File: config.mk
export PLATFORM = sky130hd
export DESIGN_NAME = amc_dev_flat
export DESIGN_NICKNAME = d
export VERILOG_FILES = /design/src/amc_pkg.sv /design/src/amc_if.sv /design/src/amc_dev.sv /design/src/flat_wrapper.sv
export VERILOG_INCLUDE_DIRS = /design/src
export SDC_FILE = /design/constraint.sdc
export NUM_CORES = 1
export LEC_CHECK = 0
export ABC_AREA = 1
export BUFFER_PORTS_ARGS = -buffer_cell sky130_fd_sc_hd__buf_2
export CAP_MARGIN = 30
export CORE_ASPECT_RATIO = 2
export CORE_MARGIN = 4
export CORE_UTILIZATION = 50
export DETAILED_ROUTE_END_ITERATION = 8
export PLACE_DENSITY = 0.7
export SYNTH_ARGS = -nofsm -noshare
export SYNTH_HDL_FRONTEND = slang
export SYNTH_SLANG_ARGS = --single-unit
File: constraint.sdc
create_clock -name i_sys_clk -period 1.5 [get_ports i_sys_clk]
set_input_delay 0.225 -clock i_sys_clk [delete_from_list [all_inputs] [get_ports i_sys_clk]]
set_output_delay 0.225 -clock i_sys_clk [all_outputs]
set_load 0.01 [all_outputs]
File: src/amc_defines.svh
// constants for the reference, power-down and conversion-mode control pair
`ifndef AMC_DEFINES_SVH
`define AMC_DEFINES_SVH

`define AMC_CFG_W 16
`define AMC_CFG_DEFAULT 16'h0006
`define AMC_MODE_SEL_BIT 1
`define AMC_INT_REF_EN_BIT 2
`define AMC_CNT_W 12
`define AMC_DUMMY_CONV 2'h2

`define AMC_CLK_NS 40
`define AMC_T_BIAS_NS 2000
`define AMC_T_REF_SETTLE_NS 100000
`define AMC_T_CONV_WARP_NS 600
`define AMC_T_CONV_NORM_NS 720
`define AMC_T_WARP_MAX_NS 40000

`define AMC_BIAS_CYC ((`AMC_T_BIAS_NS + `AMC_CLK_NS - 1) / `AMC_CLK_NS)
`define AMC_REF_SETTLE_CYC ((`AMC_T_REF_SETTLE_NS + `AMC_CLK_NS - 1) / `AMC_CLK_NS)
`define AMC_CONV_WARP_CYC ((`AMC_T_CONV_WARP_NS + `AMC_CLK_NS - 1) / `AMC_CLK_NS)
`define AMC_CONV_NORM_CYC ((`AMC_T_CONV_NORM_NS + `AMC_CLK_NS - 1) / `AMC_CLK_NS)
`define AMC_WARP_MAX_CYC (`AMC_T_WARP_MAX_NS / `AMC_CLK_NS)
`define AMC_WARP_KEEP_CYC (`AMC_WARP_MAX_CYC / 2)

`endif

File: src/amc_pkg.sv
// types for the reference, power-down and conversion-mode control pair
package amc_pkg;
    typedef enum logic [3:0] {
        DEV_SLEEP = 4'b0001,
        DEV_SETTLE = 4'b0010,
        DEV_IDLE = 4'b0100,
        DEV_CONV = 4'b1000
    } amc_dev_st_t;

    typedef enum logic [4:0] {
        HST_SLEEP = 5'b00001,
        HST_WAKE = 5'b00010,
        HST_CFG = 5'b00100,
        HST_DUMMY = 5'b01000,
        HST_RUN = 5'b10000
    } amc_hst_st_t;

    typedef struct packed {
        amc_dev_st_t st;
        logic [11:0] cnt;
        logic [11:0] idle;
        logic start_q;
        logic sleep_q;
        logic [15:0] cfg_pend;
        logic [15:0] cfg_stage;
        logic [15:0] cfg_act;
        logic busy;
        logic [15:0] result;
        logic res_valid;
        logic late;
        logic [15:0] seq;
    } amc_dev_t;

    typedef struct packed {
        amc_hst_st_t st;
        logic [15:0] cfg;
        logic cfg_wr;
        logic start;
        logic [1:0] dummies;
        logic busy_q;
        logic dummy;
        logic [11:0] idle;
        logic [15:0] data;
        logic data_valid;
    } amc_hst_t;
endpackage

File: src/amc_if.sv
// wires between the host controller and the converter control logic
`timescale 1ns/10ps
interface amc_if;
    logic power_down_input;
    logic core_reset_input;
    logic convert_start_input;
    logic cs_n;
    logic [15:0] cfg_word;
    logic cfg_write;
    logic ref_input_pin_grounded;
    logic busy;
    logic [15:0] result;
    logic result_valid;
    logic sdo_oe;
    logic ready;
    logic bandgap_on;
    logic ref_buffer_on;
    logic regulators_on;
    logic warp_late;
    logic ext_ref_drive;

    modport dev (
        input power_down_input, core_reset_input, convert_start_input, cs_n,
        input cfg_word, cfg_write, ref_input_pin_grounded, ext_ref_drive,
        output busy, result, result_valid, sdo_oe, ready,
        output bandgap_on, ref_buffer_on, regulators_on, warp_late
    );
    modport host (
        output power_down_input, core_reset_input, convert_start_input, cs_n,
        output cfg_word, cfg_write, ref_input_pin_grounded, ext_ref_drive,
        input busy, result, result_valid, sdo_oe, ready,
        input bandgap_on, ref_buffer_on, regulators_on, warp_late
    );
endinterface

File: src/amc_dev.sv
// converter control end: reference choice, deep sleep, mode and config pipeline
//
// Summary of operation
// reference enable cleared turns band gap off
// band gap off keeps reference buffer on
// host clears reference enable, grounds ref input
// host drives ref pins only after buffer off
// power-down high ignores starts, interface off
// sleep powers regulators, reference down; settle after
// power-down release resets core and config
// host rewrites config, makes two dummy conversions
// mode select at configuration bit one
// warp mode has bounded conversion interval
// normal mode unbounded interval
// reset defaults to normal mode
// normal busy time longer than warp
// conversions only after bias settled
// reference enable set drives internal reference
// power-down or reset aborts, sdo off
// config applies two conversions later
// power-down is level sensitive
`timescale 1ns/10ps
`include "amc_defines.svh"
module amc_dev #(
    parameter int BIAS_CYC = `AMC_BIAS_CYC,
    parameter int REF_SETTLE_CYC = `AMC_REF_SETTLE_CYC,
    parameter int CONV_WARP_CYC = `AMC_CONV_WARP_CYC,
    parameter int CONV_NORM_CYC = `AMC_CONV_NORM_CYC,
    parameter int WARP_MAX_CYC = `AMC_WARP_MAX_CYC
) (
    input wire logic i_sys_clk,
    input wire logic i_rst_b,
    amc_if.dev bus,
    output logic o_sleeping,
    output logic [15:0] o_cfg_active
);
    localparam logic [11:0] BIAS_LD = 12'(BIAS_CYC - 1);
    localparam logic [11:0] REF_LD = 12'(REF_SETTLE_CYC - 1);
    localparam logic [11:0] WARP_LD = 12'(CONV_WARP_CYC - 1);
    localparam logic [11:0] NORM_LD = 12'(CONV_NORM_CYC - 1);
    localparam logic [11:0] WARP_MAX = 12'(WARP_MAX_CYC);
    localparam logic [11:0] IDLE_SAT = 12'hFFF;
    localparam logic [15:0] CFG_DEF = `AMC_CFG_DEFAULT;

    localparam amc_pkg::amc_dev_t DEV_RST = '{
        st: amc_pkg::DEV_SETTLE,
        cnt: BIAS_LD,
        idle: 12'h000,
        start_q: 1'b0,
        sleep_q: 1'b0,
        cfg_pend: CFG_DEF,
        cfg_stage: CFG_DEF,
        cfg_act: CFG_DEF,
        busy: 1'b0,
        result: 16'h0000,
        res_valid: 1'b0,
        late: 1'b0,
        seq: 16'h0000
    };

    amc_pkg::amc_dev_t s_q;
    amc_pkg::amc_dev_t s_d;

    function automatic logic cfg_bit(input logic [15:0] cfg, input int pos);
        cfg_bit = cfg[pos];
    endfunction

    logic start_rise;
    logic awake;
    logic int_ref_en;
    logic normal_mode;

    assign start_rise = bus.convert_start_input & ~s_q.start_q;
    assign awake = (s_q.st != amc_pkg::DEV_SLEEP) & ~bus.power_down_input;
    assign int_ref_en = cfg_bit(s_q.cfg_act, `AMC_INT_REF_EN_BIT);
    assign normal_mode = cfg_bit(s_q.cfg_act, `AMC_MODE_SEL_BIT);

    always_comb begin
        s_d = s_q;
        s_d.start_q = bus.convert_start_input;
        s_d.sleep_q = bus.power_down_input;
        if (bus.power_down_input) begin
            // level held: stays asleep with no timer, exit only on release
            s_d.st = amc_pkg::DEV_SLEEP;
            s_d.busy = 1'b0;
            s_d.res_valid = 1'b0;
        end else if (s_q.sleep_q) begin
            // release resets the core; reference must recharge first
            s_d = DEV_RST;
            s_d.start_q = bus.convert_start_input;
            s_d.cnt = REF_LD;
        end else if (bus.core_reset_input) begin
            s_d.cfg_pend = CFG_DEF;
            s_d.cfg_stage = CFG_DEF;
            s_d.cfg_act = CFG_DEF;
            s_d.busy = 1'b0;
            s_d.res_valid = 1'b0;
            s_d.late = 1'b0;
            if (s_q.st == amc_pkg::DEV_CONV) begin
                s_d.st = amc_pkg::DEV_IDLE;
            end
        end else begin
            if (bus.cfg_write) begin
                s_d.cfg_pend = bus.cfg_word;
            end
            unique case (s_q.st)
                amc_pkg::DEV_SLEEP: begin
                    s_d.st = amc_pkg::DEV_SETTLE;
                    s_d.cnt = REF_LD;
                end
                amc_pkg::DEV_SETTLE: begin
                    // starts are dropped until bias and reference are up
                    if (s_q.cnt == 12'h000) begin
                        s_d.st = amc_pkg::DEV_IDLE;
                        s_d.idle = 12'h000;
                    end else begin
                        s_d.cnt = s_q.cnt - 12'h001;
                    end
                end
                amc_pkg::DEV_IDLE: begin
                    if (s_q.idle != IDLE_SAT) begin
                        s_d.idle = s_q.idle + 12'h001;
                    end
                    if (start_rise) begin
                        s_d.st = amc_pkg::DEV_CONV;
                        s_d.busy = 1'b1;
                        s_d.cnt = normal_mode ? NORM_LD : WARP_LD;
                        // warp sample taken too late is flagged corrupt
                        s_d.late = ~normal_mode & (s_q.idle >= WARP_MAX);
                        s_d.idle = 12'h000;
                    end
                end
                amc_pkg::DEV_CONV: begin
                    // further starts ignored until end of conversion
                    if (s_q.cnt == 12'h000) begin
                        s_d.st = amc_pkg::DEV_IDLE;
                        s_d.busy = 1'b0;
                        s_d.result = s_q.seq;
                        s_d.seq = s_q.seq + 16'h0001;
                        s_d.res_valid = 1'b1;
                        // a write after this edge waits one more conversion
                        s_d.cfg_stage = s_q.cfg_pend;
                        s_d.cfg_act = s_q.cfg_stage;
                    end else begin
                        s_d.cnt = s_q.cnt - 12'h001;
                    end
                end
            endcase
        end
    end

    always_ff @(posedge i_sys_clk) begin
        if (!i_rst_b) begin
            s_q <= DEV_RST;
        end else begin
            s_q <= s_d;
        end
    end

    assign bus.busy = s_q.busy;
    assign bus.result = s_q.result;
    assign bus.result_valid = s_q.res_valid;
    assign bus.warp_late = s_q.late;
    assign bus.ready = awake & (s_q.st == amc_pkg::DEV_IDLE) & ~bus.core_reset_input;
    // output driver only while awake, not in reset, chip selected
    assign bus.sdo_oe = awake & ~bus.core_reset_input & ~bus.cs_n;
    assign bus.regulators_on = awake;
    assign bus.bandgap_on = awake & int_ref_en;
    // while awake, buffer off only when enable clear and the input strapped low
    assign bus.ref_buffer_on = awake & (int_ref_en | ~bus.ref_input_pin_grounded);
    assign o_sleeping = ~awake;
    assign o_cfg_active = s_q.cfg_act;
endmodule

File: src/flat_wrapper.sv
// flat-port wrapper written by rule: the top's interface ports become plain ports
module amc_dev_flat 
#(
    parameter int BIAS_CYC = `AMC_BIAS_CYC,
    parameter int REF_SETTLE_CYC = `AMC_REF_SETTLE_CYC,
    parameter int CONV_WARP_CYC = `AMC_CONV_WARP_CYC,
    parameter int CONV_NORM_CYC = `AMC_CONV_NORM_CYC,
    parameter int WARP_MAX_CYC = `AMC_WARP_MAX_CYC
)
  (i_sys_clk, i_rst_b, o_sleeping, o_cfg_active, bus_power_down_input, bus_core_reset_input, bus_convert_start_input, bus_cs_n, bus_cfg_word, bus_cfg_write, bus_ref_input_pin_grounded, bus_ext_ref_drive, bus_busy, bus_result, bus_result_valid, bus_sdo_oe, bus_ready, bus_bandgap_on, bus_ref_buffer_on, bus_regulators_on, bus_warp_late);
  amc_if bus_i ();
  input wire logic i_sys_clk;
  input wire logic i_rst_b;
  output logic o_sleeping;
  output logic [15:0] o_cfg_active;
  input wire logic [$bits(bus_i.power_down_input)-1:0] bus_power_down_input;
  input wire logic [$bits(bus_i.core_reset_input)-1:0] bus_core_reset_input;
  input wire logic [$bits(bus_i.convert_start_input)-1:0] bus_convert_start_input;
  input wire logic [$bits(bus_i.cs_n)-1:0] bus_cs_n;
  input wire logic [$bits(bus_i.cfg_word)-1:0] bus_cfg_word;
  input wire logic [$bits(bus_i.cfg_write)-1:0] bus_cfg_write;
  input wire logic [$bits(bus_i.ref_input_pin_grounded)-1:0] bus_ref_input_pin_grounded;
  input wire logic [$bits(bus_i.ext_ref_drive)-1:0] bus_ext_ref_drive;
  output wire logic [$bits(bus_i.busy)-1:0] bus_busy;
  output wire logic [$bits(bus_i.result)-1:0] bus_result;
  output wire logic [$bits(bus_i.result_valid)-1:0] bus_result_valid;
  output wire logic [$bits(bus_i.sdo_oe)-1:0] bus_sdo_oe;
  output wire logic [$bits(bus_i.ready)-1:0] bus_ready;
  output wire logic [$bits(bus_i.bandgap_on)-1:0] bus_bandgap_on;
  output wire logic [$bits(bus_i.ref_buffer_on)-1:0] bus_ref_buffer_on;
  output wire logic [$bits(bus_i.regulators_on)-1:0] bus_regulators_on;
  output wire logic [$bits(bus_i.warp_late)-1:0] bus_warp_late;
  assign bus_i.power_down_input = bus_power_down_input;
  assign bus_i.core_reset_input = bus_core_reset_input;
  assign bus_i.convert_start_input = bus_convert_start_input;
  assign bus_i.cs_n = bus_cs_n;
  assign bus_i.cfg_word = bus_cfg_word;
  assign bus_i.cfg_write = bus_cfg_write;
  assign bus_i.ref_input_pin_grounded = bus_ref_input_pin_grounded;
  assign bus_i.ext_ref_drive = bus_ext_ref_drive;
  assign bus_busy = bus_i.busy;
  assign bus_result = bus_i.result;
  assign bus_result_valid = bus_i.result_valid;
  assign bus_sdo_oe = bus_i.sdo_oe;
  assign bus_ready = bus_i.ready;
  assign bus_bandgap_on = bus_i.bandgap_on;
  assign bus_ref_buffer_on = bus_i.ref_buffer_on;
  assign bus_regulators_on = bus_i.regulators_on;
  assign bus_warp_late = bus_i.warp_late;
  amc_dev #(.BIAS_CYC(BIAS_CYC), .REF_SETTLE_CYC(REF_SETTLE_CYC), .CONV_WARP_CYC(CONV_WARP_CYC), .CONV_NORM_CYC(CONV_NORM_CYC), .WARP_MAX_CYC(WARP_MAX_CYC)) u_core (.i_sys_clk(i_sys_clk), .i_rst_b(i_rst_b), .bus(bus_i), .o_sleeping(o_sleeping), .o_cfg_active(o_cfg_active));
endmodule
==> reports/results.txt <==
Post-route setup slack - -0.227 ns
WP data arrival - 2.08 ns
Leak - 3.56 nW
XOR/XNOR Fraction of Synth Area - 0.0138
GP Congestion - 0.923
RSZ-0062 raised after global routing - true
Sw Pwr - 2.30 mW
Initial antenna violation count - 0
Die width - 83.7 µm
Ys async rst share - 0
Drt drc - 0
CP Data Required Time - 1.86 ns
Minimum clock period - 1.73 ns
Final hold violation count - 0
Bufs on Longest Clock Path - 2
Net Sw Frac - 0.256
Share of cells above drive strength 1 - 0.343
# fillers - 869
Pint - 6.66 mW
Share of the synthesized area in the top cell type - 0.395
Worst vdd ir - 0.000896 V
CTS tree - built
Highest Clock Rate - 579 MHz
Setup violations, final - 88
Worst-skew pair later-pin latency - 0.42 ns
GRT Residual Overflow - 0
Number of synthesized flops with an enable pin - 0
CTS Buf Count - 17
Multi-input gate area - 3230 µm²
Pwr/cell area - 1110 nW/µm²
Final Skew - 0.00758 ns
GRT Util Overall - 0.238
Setup TNS Final - -10.43 ns
CP max FO - 8
Buffer type at the clock tree root - clkbuf_16
Combinational share of power - 0.149
Initial DRT Pass Iterations - 5
Avg WL per Cell - 15.0 µm
Die area - 13300 µm²
I/O Pins - 66
Starting density of the core - 0.508
Global-route wire length before repair - 25.9 mm
Die Height - 159 µm
Final net count - 1017
YS warnings - 0
Sequential area share after synthesis - 0.395
Worst setup EP type - flop
Syn Inst Count - 853
FF+latch area - 2280 µm²
Worst setup SP type - flop
Pin count of the biggest net entering global routing - 29
Antenna Violating Nets Remaining - 0
Vias in the first global route - 5808
Number of antenna repair diodes - 0
Layout area overhead - 40.8%
Outcome - finished with violations
Ys flop type - dfxtp_1
CTS Sinks - 113
Synth Net Count - 883
Total Wirelength - 17.1 mm
CTS HTree Levels - 4
Synth Cell Area - 5730 µm²
Post-synthesis mux area share - 0
Slew Limit Fails - 0
Vias - 6070
Failing checks - setup timing
Synth Area in Compound Gates - 0.122
Syn Area/Cell - 6.72 µm²
Worst slew pin tran - 0.422 ns
Final core occ - 0.715
Adder-Cell Fraction of Synth Area - 0.0109
Worst hold path type - input pin to flop
Post-synthesis cell type count - 41
Final hold slack - 0.0241 ns
Max Cap Viol - 0
Dominant cell type by area after synthesis - dfxtp_1
Synth Area in Simple Gates - 0.332
Largest family of logic cells by synthesized area - simple AND/OR/NAND/NOR gates
Standard-cell rows - 55
Sequential power share - 0.360
Port Buffers - 64
Vias per inst - 5.32
Post-DP HPWL - 10.5 mm
Synthesis-stage register bit count - 113
Area contributors post-synth - dfxtp_1 (39%), nor2_1 (12%), nand2_1 (11%), nand3_1 (4.8%), a21oi_1 (4.5%)
Kind of critical path - flop to flop
DRT iter0 DRCs - 324
Max-slew headroom - 0.717
Clock share of power - 0.491
Core area - 11300 µm²
Period utilisation layout - 1.15
Clk slew on worst S/H paths - 0.05 ns
stage by stage:
step | total power, mW | worst slack (ns) | cells | instance area, µm²
after floorplan | 3.88 | -0.0284 | 853 | 5760
after global routing | 9.26 | -0.336 | 1142 | 8070
after detailed placement | 4.25 | -0.179 | 1083 | 6570
final | 8.95 | -0.227 | 1142 | 8070
after CTS | 8.78 | -0.153 | 1135 | 7690
after global placement | 4.24 | -0.158 | 1083 | 6570
synth_stat cells (2+ instances only):
master,number
nand3b_1,2
a21oi_1,51
ha_1,5
buf_1,2
o22ai_1,2
nor3_1,15
inv_1,68
buf_6,5
buf_2,15
dfxtp_1,113
o21ai_1,11
nand2_2,6
nand4_1,7
nand2_1,169
o21ai_0,46
buf_4,34
nor2_2,5
a31oi_1,2
xnor2_1,3
a211oi_1,7
a22oi_1,5
nor2_1,185
inv_2,6
xor2_1,6
clkbuf_1,13
nand3_1,55
per-layer routing:
metal  vias up  part of all wire  GRT usage
met1      2845              0.35      0.224
met5         -                 0          0
met4         0             0.057      0.139
met2       181              0.55      0.452
li1       2973                 -          -
met3        71             0.042     0.0596
layout make-up:
cell class,instances,share of cell area
clock buffers,18,0.0532
flip-flops and latches,113,0.283
clock inverters,14,0.0264
multi-input cells,596,0.400
well taps,142,0.0220
repair buffers,183,0.176
repair inverters,1,0.000931
inverters,75,0.0383
cells by family after synthesis:
logic type	after synthesis
AOI/OAI and AO/OA	129
buffers and inverters	144
and+or+nand+nor	453
DFF	113
adders and majority gates	5
xor gates and xnor gates	9
registers in the layout, indices dropped and copies added (netlist names):
register / cells
u_core.s_q: 78
u_core.bus.result: 16
u_core.bus.busy: 1
u_core.o_cfg_active: 16
u_core.bus.result_valid: 1
u_core.bus.warp_late: 1
critical path: stages (launching register included):
cell and delay (ns):
dfxtp_2 0.33, inv_2 0.08, ha_4 0.15, nand2_4 0.05, nor2_4 0.10, nand2_4 0.13
nor2_8 0.18, inv_2 0.06, nand2_4 0.09, nand2_8 0.10, clkinv_8 0.09, buf_12 0.14
nand2_2 0.07, nand3_1 0.09
cells in the final DEF, fill, tap and decap left out, types with 4 or more instances in the layout:
cell        Yosys  routed
nand2_4         1       9
nor2_1        185     164
nand2_1       169     146
o21ai_0        46      23
buf_2          15      65
ha_1            5       4
inv_4           0       4
dfxtp_1       113     103
nor3_1         15       9
xor2_1          6       6
buf_12          0       8
a22oi_1         5       5
nand2_2         6      19
clkbuf_16       0      18
bufinv_16       0       5
a211oi_1        7       7
clkinvlp_4      0       5
nand3_1        55      47
a21oi_1        51      40
dfxtp_2         0       8
a21oi_2         0      11
inv_2           6       8
o21ai_2         0      14
inv_1          68      61
nor3_2          1       6
o21ai_1        11      19
nor2_2          5      12
nand4_1         7       7
nor2_4          0      14
nand3_2         1       7
buf_4          34      88
buf_6           5      19
power groups by stage:
stage	registers [mW]	clock network (mW)	logic [mW]
after floorplan	3.26	0	0.623
after global placement	3.25	0	0.985
after detailed placement	3.26	0	0.993
after CTS	3.20	4.42	1.15
after global routing	3.23	4.59	1.44
final	3.22	4.40	1.33
final timing paths:
kind,slack (ns),cells after the start,end,from
min,0.02,3,u_core.s_q[68],bus_cfg_word[1]
max,-0.23,13,u_core.o_cfg_active[2],u_core.s_q[98]
max reg2reg,-0.23,13,u_core.o_cfg_active[2],u_core.s_q[98]
min reg2reg,0.46,2,u_core.o_cfg_active[3],u_core.o_cfg_active[3]
repair_timing:
action	in CTS	in global routing
setup buffers	16	6
resized for setup	92	94
gates cloned	4	2
endpoints found under the setup margin	107	104
endpoints found under the hold margin	1	0
hold buffers	1	0
pin swaps	15	15
(Power assumes the default switching activity.)
